## config.mk

```make
export PLATFORM = sky130hd
export DESIGN_NAME = bor_top
export DESIGN_NICKNAME = d
export VERILOG_FILES = /design/src/pkg/bor_pkg.sv /design/src/bor_cond.sv /design/src/bor_timer.sv /design/src/bor_top.sv
export VERILOG_INCLUDE_DIRS = /design/src /design/src/pkg
export SDC_FILE = /design/constraint.sdc
export NUM_CORES = 1
export LEC_CHECK = 0
export BUFFER_PORTS_ARGS = -buffer_cell sky130_fd_sc_hd__buf_2
export CAP_MARGIN = 20
export CORE_AREA = 8 8 135 112
export CTS_BUF_LIST = sky130_fd_sc_hd__clkbuf_8
export DETAILED_ROUTE_END_ITERATION = 10
export DIE_AREA = 0 0 143 120
export PLACE_DENSITY = 0.75
export SYNTH_ARGS = -nofsm -noshare
export SYNTH_HDL_FRONTEND = slang
export SYNTH_SLANG_ARGS = --single-unit
```

## constraint.sdc

```tcl
create_clock -name pclk -period 3.2 [get_ports pclk]
set_input_delay 0.64 -clock pclk [delete_from_list [all_inputs] [get_ports pclk]]
set_output_delay 0.64 -clock pclk [all_outputs]
set_load 0.005 [all_outputs]
```

## src/pkg/bor_defines.svh

```systemverilog
`ifndef BOR_DEFINES_SVH
`define BOR_DEFINES_SVH

// register byte offsets
`define BOR_ADDR_CTRL 8'h00
`define BOR_ADDR_HOLD 8'h04
`define BOR_ADDR_OFFD 8'h08
`define BOR_ADDR_STAT 8'h0c
`define BOR_ADDR_HOLD_LEFT 8'h10
`define BOR_ADDR_OFFD_LEFT 8'h14

// control register fields
`define BOR_CTRL_INV_LSB 0
`define BOR_CTRL_INV_MSB 6
`define BOR_CTRL_OUTINV 8
`define BOR_CTRL_LATCH 9

// status register fields
`define BOR_STAT_ON 0
`define BOR_STAT_LATCHED 1
`define BOR_STAT_REQ 2
`define BOR_STAT_HOLDING 3
`define BOR_STAT_OFFDLY 4
`define BOR_STAT_RELAY 5
`define BOR_STAT_SIG_LSB 8
`define BOR_STAT_SIG_MSB 14

// reset values
`define BOR_INV_RST 7'h00
`define BOR_BIT_RST 1'h0
`define BOR_TIME_RST 15'h0000

// times: settings count in units of 10 ms, 0.00 s to 300.00 s
`define BOR_TIME_MAX 15'h7530
`define BOR_TICK_NS 10000000
`define BOR_CLK_NS 100
`define BOR_TICK_CYCLES (`BOR_TICK_NS / `BOR_CLK_NS)

`endif

```

## src/pkg/bor_pkg.sv

```systemverilog
package bor_pkg;

  typedef logic [7:0] bor_addr_t;
  typedef logic [31:0] bor_word_t;
  typedef logic [14:0] bor_time_t;
  typedef logic [6:0] bor_sig_t;

  // on-off path of the relay state, gray except the two-bit off-delay to off step
  typedef enum logic [1:0]
  {
    BOR_ST_OFF = 2'h0,
    BOR_ST_ON = 2'h1,
    BOR_ST_OFFDLY = 2'h3
  } bor_state_e;

  typedef struct packed
  {
    bor_sig_t in_inv;
    logic out_inv;
    logic latch_en;
    bor_time_t hold;
    bor_time_t offd;
  } bor_cfg_s;

  typedef struct packed
  {
    logic st_on;
    logic latched;
    logic req;
    logic holding;
    logic offdly;
    logic relay;
  } bor_stat_s;

endpackage

```

## src/bor_cond.sv

```systemverilog
`timescale 1ns/1ps
`default_nettype none

module bor_cond
(
  // clock and reset
  input wire logic pclk,
  input wire logic presetn,
  // assigned signals and their inversion
  input wire bor_pkg::bor_sig_t sig_in,
  input wire bor_pkg::bor_sig_t in_inv,
  // pickup request
  output logic req_r
);
  import bor_pkg::*;

  logic req_nxt;

  always_comb
  begin
    req_nxt = |(sig_in ^ in_inv);
  end

  always_ff @(posedge pclk or negedge presetn)
  begin
    if (!presetn)
      req_r <= 1'b0;
    else
      req_r <= req_nxt;
  end

endmodule
`default_nettype wire

```

## src/bor_timer.sv

```systemverilog
`timescale 1ns/1ps
`default_nettype none
`include "bor_defines.svh"

module bor_timer
#(
  parameter int TICK_CYCLES = `BOR_TICK_CYCLES
)
(
  // clock and reset
  input wire logic pclk,
  input wire logic presetn,
  // control
  input wire logic start,
  input wire bor_pkg::bor_time_t load,
  // state
  output bor_pkg::bor_time_t cnt_r,
  output logic done
);
  import bor_pkg::*;

  logic [16:0] pre_r;
  logic tick;

  // prescaler restarts with each start so a full 10 ms step is always counted
  assign tick = (pre_r == 17'(TICK_CYCLES - 1));
  assign done = (cnt_r == 15'h0000);

  always_ff @(posedge pclk or negedge presetn)
  begin
    if (!presetn)
      pre_r <= 17'h00000;
    else if (start || tick || done)
      pre_r <= 17'h00000;
    else
      pre_r <= pre_r + 17'h00001;
  end

  always_ff @(posedge pclk or negedge presetn)
  begin
    if (!presetn)
      cnt_r <= 15'h0000;
    else if (start)
      cnt_r <= load;
    else if (tick && !done)
      cnt_r <= cnt_r - 15'h0001;
  end

endmodule
`default_nettype wire

```

## src/bor_top.sv

```systemverilog
// Register access over APB and the address map were left to the implementer.
`timescale 1ns/1ps
`default_nettype none
`include "bor_defines.svh"

module bor_top
#(
  parameter int TICK_CYCLES = `BOR_TICK_CYCLES
)
(
  // clock and reset
  input wire logic pclk,
  input wire logic presetn,
  // apb slave
  input wire logic psel,
  input wire logic penable,
  input wire logic pwrite,
  input wire bor_pkg::bor_addr_t paddr,
  input wire bor_pkg::bor_word_t pwdata,
  output bor_pkg::bor_word_t prdata,
  output logic pready,
  output logic pslverr,
  // assigned signals and acknowledge
  input wire bor_pkg::bor_sig_t sig_in,
  input wire logic ack_in,
  // relay drive
  output logic relay_out
);
  import bor_pkg::*;

  bor_cfg_s cfg_r;
  bor_stat_s stat;
  bor_state_e st_r;
  bor_state_e st_nxt;
  bor_word_t prdata_r;
  bor_word_t rd_word;
  bor_time_t hold_left;
  bor_time_t offd_left;
  logic pready_r;
  logic pslverr_r;
  logic relay_r;
  logic relay_nxt;
  logic latch_r;
  logic latch_nxt;
  logic req;
  logic demand;
  logic hold_start;
  logic hold_done;
  logic off_start;
  logic off_done;
  logic setup;
  logic access;
  logic wr_en;

  // valid register addresses
  function automatic logic addr_ok(input bor_addr_t a);
    begin
      addr_ok = (a == `BOR_ADDR_CTRL) || (a == `BOR_ADDR_HOLD) || (a == `BOR_ADDR_OFFD) ||
                (a == `BOR_ADDR_STAT) || (a == `BOR_ADDR_HOLD_LEFT) || (a == `BOR_ADDR_OFFD_LEFT);
    end
  endfunction

  // settings above 300.00 s are stored as 300.00 s
  function automatic bor_time_t clamp_time(input bor_word_t w);
    begin
      if (w > {17'h00000, `BOR_TIME_MAX})
        clamp_time = `BOR_TIME_MAX;
      else
        clamp_time = w[14:0];
    end
  endfunction

  // input conditioning and pickup request
  bor_cond u_cond
  (
    .pclk(pclk),
    .presetn(presetn),
    .sig_in(sig_in),
    .in_inv(cfg_r.in_inv),
    .req_r(req)
  );

  // minimum hold time after each switch from off to on and from off delay to off
  bor_timer #(.TICK_CYCLES(TICK_CYCLES)) u_hold
  (
    .pclk(pclk),
    .presetn(presetn),
    .start(hold_start),
    .load(cfg_r.hold),
    .cnt_r(hold_left),
    .done(hold_done)
  );

  // switch-off delay
  bor_timer #(.TICK_CYCLES(TICK_CYCLES)) u_offd
  (
    .pclk(pclk),
    .presetn(presetn),
    .start(off_start),
    .load(cfg_r.offd),
    .cnt_r(offd_left),
    .done(off_done)
  );

  // apb phases
  assign setup = psel && !penable;
  assign access = psel && penable && pready_r;
  assign wr_en = access && pwrite && addr_ok(paddr);

  always_ff @(posedge pclk or negedge presetn)
  begin
    if (!presetn)
      pready_r <= 1'b0;
    else
      pready_r <= setup;
  end

  always_ff @(posedge pclk or negedge presetn)
  begin
    if (!presetn)
      pslverr_r <= 1'b0;
    else if (setup)
      pslverr_r <= !addr_ok(paddr);
    else
      pslverr_r <= 1'b0;
  end

  always_ff @(posedge pclk or negedge presetn)
  begin
    if (!presetn)
      prdata_r <= 32'h00000000;
    else if (setup)
      prdata_r <= pwrite ? 32'h00000000 : rd_word;
  end

  // settings registers
  always_ff @(posedge pclk or negedge presetn)
  begin
    if (!presetn)
    begin
      cfg_r.in_inv <= `BOR_INV_RST;
      cfg_r.out_inv <= `BOR_BIT_RST;
      cfg_r.latch_en <= `BOR_BIT_RST;
    end
    else if (wr_en && (paddr == `BOR_ADDR_CTRL))
    begin
      cfg_r.in_inv <= pwdata[`BOR_CTRL_INV_MSB:`BOR_CTRL_INV_LSB];
      cfg_r.out_inv <= pwdata[`BOR_CTRL_OUTINV];
      cfg_r.latch_en <= pwdata[`BOR_CTRL_LATCH];
    end
  end

  always_ff @(posedge pclk or negedge presetn)
  begin
    if (!presetn)
      cfg_r.hold <= `BOR_TIME_RST;
    else if (wr_en && (paddr == `BOR_ADDR_HOLD))
      cfg_r.hold <= clamp_time(pwdata);
  end

  always_ff @(posedge pclk or negedge presetn)
  begin
    if (!presetn)
      cfg_r.offd <= `BOR_TIME_RST;
    else if (wr_en && (paddr == `BOR_ADDR_OFFD))
      cfg_r.offd <= clamp_time(pwdata);
  end

  // status view
  always_comb
  begin
    stat.st_on = (st_r != BOR_ST_OFF);
    stat.latched = latch_r;
    stat.req = req;
    stat.holding = !hold_done;
    stat.offdly = (st_r == BOR_ST_OFFDLY);
    stat.relay = relay_r;
  end

  always_comb
  begin
    rd_word = 32'h00000000;
    unique case (paddr)
      `BOR_ADDR_CTRL:
      begin
        rd_word[`BOR_CTRL_INV_MSB:`BOR_CTRL_INV_LSB] = cfg_r.in_inv;
        rd_word[`BOR_CTRL_OUTINV] = cfg_r.out_inv;
        rd_word[`BOR_CTRL_LATCH] = cfg_r.latch_en;
      end
      `BOR_ADDR_HOLD:
        rd_word[14:0] = cfg_r.hold;
      `BOR_ADDR_OFFD:
        rd_word[14:0] = cfg_r.offd;
      `BOR_ADDR_STAT:
      begin
        rd_word[`BOR_STAT_ON] = stat.st_on;
        rd_word[`BOR_STAT_LATCHED] = stat.latched;
        rd_word[`BOR_STAT_REQ] = stat.req;
        rd_word[`BOR_STAT_HOLDING] = stat.holding;
        rd_word[`BOR_STAT_OFFDLY] = stat.offdly;
        rd_word[`BOR_STAT_RELAY] = stat.relay;
        rd_word[`BOR_STAT_SIG_MSB:`BOR_STAT_SIG_LSB] = sig_in;
      end
      `BOR_ADDR_HOLD_LEFT:
        rd_word[14:0] = hold_left;
      `BOR_ADDR_OFFD_LEFT:
        rd_word[14:0] = offd_left;
      default:
        rd_word = 32'h00000000;
    endcase
  end

  // latch: a live request sets it and wins over a simultaneous acknowledge
  always_comb
  begin
    latch_nxt = latch_r;
    if (!cfg_r.latch_en)
      latch_nxt = 1'b0;
    else if (req)
      latch_nxt = 1'b1;
    else if (ack_in)
      latch_nxt = 1'b0;
  end

  always_ff @(posedge pclk or negedge presetn)
  begin
    if (!presetn)
      latch_r <= 1'b0;
    else
      latch_r <= latch_nxt;
  end

  assign demand = req || latch_r;

  // relay state sequence
  always_comb
  begin
    st_nxt = st_r;
    hold_start = 1'b0;
    off_start = 1'b0;
    unique case (st_r)
      BOR_ST_OFF:
      begin
        if (demand && hold_done)
        begin
          st_nxt = BOR_ST_ON;
          hold_start = 1'b1;
        end
      end
      BOR_ST_ON:
      begin
        if (!demand)
        begin
          st_nxt = BOR_ST_OFFDLY;
          off_start = 1'b1;
        end
      end
      BOR_ST_OFFDLY:
      begin
        // a returning request cancels the off delay and goes back to on without a new hold
        if (demand)
          st_nxt = BOR_ST_ON;
        else if (off_done && hold_done)
        begin
          st_nxt = BOR_ST_OFF;
          hold_start = 1'b1;
        end
      end
      default:
        st_nxt = BOR_ST_OFF;
    endcase
  end

  always_ff @(posedge pclk or negedge presetn)
  begin
    if (!presetn)
      st_r <= BOR_ST_OFF;
    else
      st_r <= st_nxt;
  end

  // relay drive with output inversion
  assign relay_nxt = (st_r != BOR_ST_OFF) ^ cfg_r.out_inv;

  always_ff @(posedge pclk or negedge presetn)
  begin
    if (!presetn)
      relay_r <= 1'b0;
    else
      relay_r <= relay_nxt;
  end

  assign prdata = prdata_r;
  assign pready = pready_r;
  assign pslverr = pslverr_r;
  assign relay_out = relay_r;

endmodule
`default_nettype wire

```

==> results.yml <==
run_status:
  outcome: "finished clean"
worst_setup_path:
  cp_common_cell: "nand4_1"
  critPathMaxStageDelay_ns: 0.53
  path_max_fanout: 6
  crit_slowest_cell: "nor4b_1"
  required_ns: 3.60
  startpoint_type: "flop"
  endpoint_kind: "flop"
  cp_cell_sequence: "inv_1, ha_1, nor4b_1, nand4_1, nand4_1, a21boi_0, a221o_1"
  arrival_ns: 3.16
  crit_type: "flop to flop"
cells_and_area:
  area_growth_syn_to_layout_pct: 14.3
  drive_gt1_frac: 0.179
  nNetsFinal: 848
  insertedDiodeCount: 0
global_routing:
  grt_use_met2: 0.351
  grt_pass1_wl_mm: 32.6
  grt_pass1_vias: 5960
  use_met3: 0.0790
  grt_max_degree: 53
  gr-max-usage-layer: "met2"
  antenna_found_initial: 0
  grt_use_total: 0.247
  grt_overflow: 0
  grt_use_met1: 0.340
routing:
  route.detailed.drc: 0
  drt-total-wl_mm: 20.5
  vias: 6247
  avgRoutedWirePerCell_um: 20.9
  avgViaCountPerCell: 6.38
  antenna_left: 0
  drt-pass1-iter-count: 6
  drt_iter0_markers: 821
sta:
  fin_crit_ns: 2.76
  rsz0062_at_grt: "false"
  hold_viol: 0
  tightestPinTransition_ns: 0.726
  setup_viol: 0
  setup-tns-final_ns: 0
  relSlewSlack: 0.516
  fmax_mhz: 362
  fin_skew_ns: 0.00758
  fin_crit_sh: 0.863
  finalMaxSlewViolations: 0
clock_network:
  numCtsBuffers: 17
  clkTransAtPathRegs_ns: 0.07
  cts_resized: 0
  cts_setup_buffers: 0
  htreeDepth: 4
  clock-root-buffer: "clkbuf_8"
  cts_tree: "built"
  holdBufCountCts: 0
  clock_sinks: 125
  clk_latency_ns: 0.47
  clock_path_buffers: 2
pwr:
  p_seq_frac: 0.414
  ir_drop_mv: 0.308
  pwr-share-comb: 0.228
  power_leakage_uw: 0.00364
  p_total_uw: 4250
  netSwitchingFraction: 0.322
  internal_power_uw: 2880
  clkPwrFrac: 0.358
  power_density_nw_per_um2: 540
  switchingPower_uw: 1370
synthesis:
  ys_seq_area_frac: 0.454
  synth-xor-area-share: 0.0560
  synth_edf_count: 0
  synthArstFlopShare: 1.00
  synth_compound_area_frac: 0.174
  synth_top_family_by_area: "simple AND/OR/NAND/NOR gates"
  synthAdderAreaFrac: 0.0145
  yosys.area_share.simple: 0.211
  ys_ff_latch: 125
  syn_area_per_cell_um2: 9.68
  synthFlopType: "dfrtp_1"
  yosys_warnings: 0
  synth_cell_types: 63
  synthMuxAreaShare: 0.0396
  netlist_area_um2: 6880
  synth_cells: 711
floorplanning:
  die_x_um: 143
  std_cell_rows: 38
  core_um2: 13100
  pin_count: 88
  initial_core_util: 0.527
  die_h_um: 120
  dieArea_um2: 17200
placed_design:
  place_hpwl_mm: 15.3
  gp_congestion: 0.921
  numPortBuffers: 70
min_path:
  hp-class: "input pin to async pin"
flow_run:
  maxCapViolations: 0
==> cells in the mapped netlist, types with 17 or more instances <==
master / number / share of area
dfrtp_1: 125 / 0.45
nor2_1: 63 / 0.034
nand2_1: 54 / 0.029
clkbuf_1: 29 / 0.016
nand3_1: 28 / 0.020
nand4_1: 27 / 0.025
o21ai_0: 27 / 0.020
a22o_1: 26 / 0.033
a21oi_1: 25 / 0.018
xor2_1: 25 / 0.032
inv_1: 20 / 0.011
nor3_1: 20 / 0.015
xnor2_1: 19 / 0.024
a31oi_1: 17 / 0.015
buf_4: 17 / 0.019
==> path summary, 6_finish.rpt <==
check,slack (ns),end,depth (start not counted),start
setup reg to reg,0.44,u_hold.cnt_r[3],7,u_hold.cnt_r[0]
hold / removal,0.22,u_hold.cnt_r[7],1,presetn
min in group pclk,0.44,cfg_r[27],2,pwdata[12]
max in group asynchronous,2.03,relay_out,2,presetn
hold reg to reg,0.48,prdata[14],1,prdata[14]
setup / recovery,0.44,u_hold.cnt_r[3],7,u_hold.cnt_r[0]
==> registers in the layout (all words and copies together), names as in the netlist, 2 cells and up <==
name          count
u_offd.pre_r     17
u_hold.cnt_r     15
u_hold.pre_r     17
u_offd.cnt_r     15
st_r              2
cfg_r            39
prdata           15
==> cell type report <==
cell class              instances  area (um^2)
multi-input cells             531         3480
clock buffers                  20          275
repair buffers                 92          531
clock inverters                11          151
fillers                      1123         5210
inverters                      20         75.1
well taps                     180          225
flip-flops and latches        125         3130
==> logic make-up (layout without fill, tap and decap cells) <==
| group | Yosys count | count (layout) |
|---|---|---|
| simple gates | 274 | 274 |
| flops | 125 | 125 |
| fa+ha+maj | 8 | 8 |
| mux | 23 | 23 |
| compound gates | 165 | 165 |
| xor+xnor | 44 | 44 |
| buf+inv | 71 | 143 |
| other cells | 1 | 17 |
==> power by group through the flow <==
| stage | registers (uW) | logic, uW | clock network, uW |
|---|---|---|---|
| after floorplan | 1750 | 620 | 0 |
| after global placement | 1780 | 918 | 0 |
| after detailed placement | 1780 | 942 | 0 |
| after CTS | 1750 | 951 | 1540 |
| after global routing | 1770 | 1080 | 1610 |
| final | 1760 | 970 | 1520 |
==> worst max-delay path: cells and delay by family (launching register included) <==
kind	cells	cell delay [ns]
simple gates	3	1.24
compound gates	2	0.70
flops	1	0.44
fa+ha+maj	1	0.17
buf+inv	1	0.14
==> metal layers <==
layer  vias up  share of wire
met5         -              0
met4         0          0.022
met3        44           0.12
met2       354           0.45
met1      3082           0.41
li1       2767              -
==> cells in the final DEF, fill, tap and decap left out, types with 8 or more instances in the layout <==
master,n
a21oi_1,25
a22o_1,26
a31oi_1,17
and4_1,8
buf_2,69
buf_4,22
clkbuf_8,20
conb_1,17
dfrtp_1,125
ha_1,8
inv_1,25
mux2_2,14
nand2_1,54
nand3_1,28
nand4_1,27
nor2_1,63
nor3_1,20
nor4_1,14
o21ai_0,27
o22a_1,14
or3_1,10
or4_1,9
xnor2_1,19
xor2_1,25
==> per-stage QoR <==
step	setup WS, ns	hold WS (ns)	utilization	cell area, um^2	instances
2_1_floorplan	0.372	0.344	-	6940	727
3_3_place_gp	0.409	0.452	0.569	7440	948
3_5_place_dp	0.357	0.468	0.569	7440	948
4_1_cts	0.514	0.236	0.602	7870	979
5_1_grt	0.191	0.268	0.602	7870	979
6_report	0.440	0.220	0.602	7870	979
Note: power is estimated with default switching activity, not from simulation.
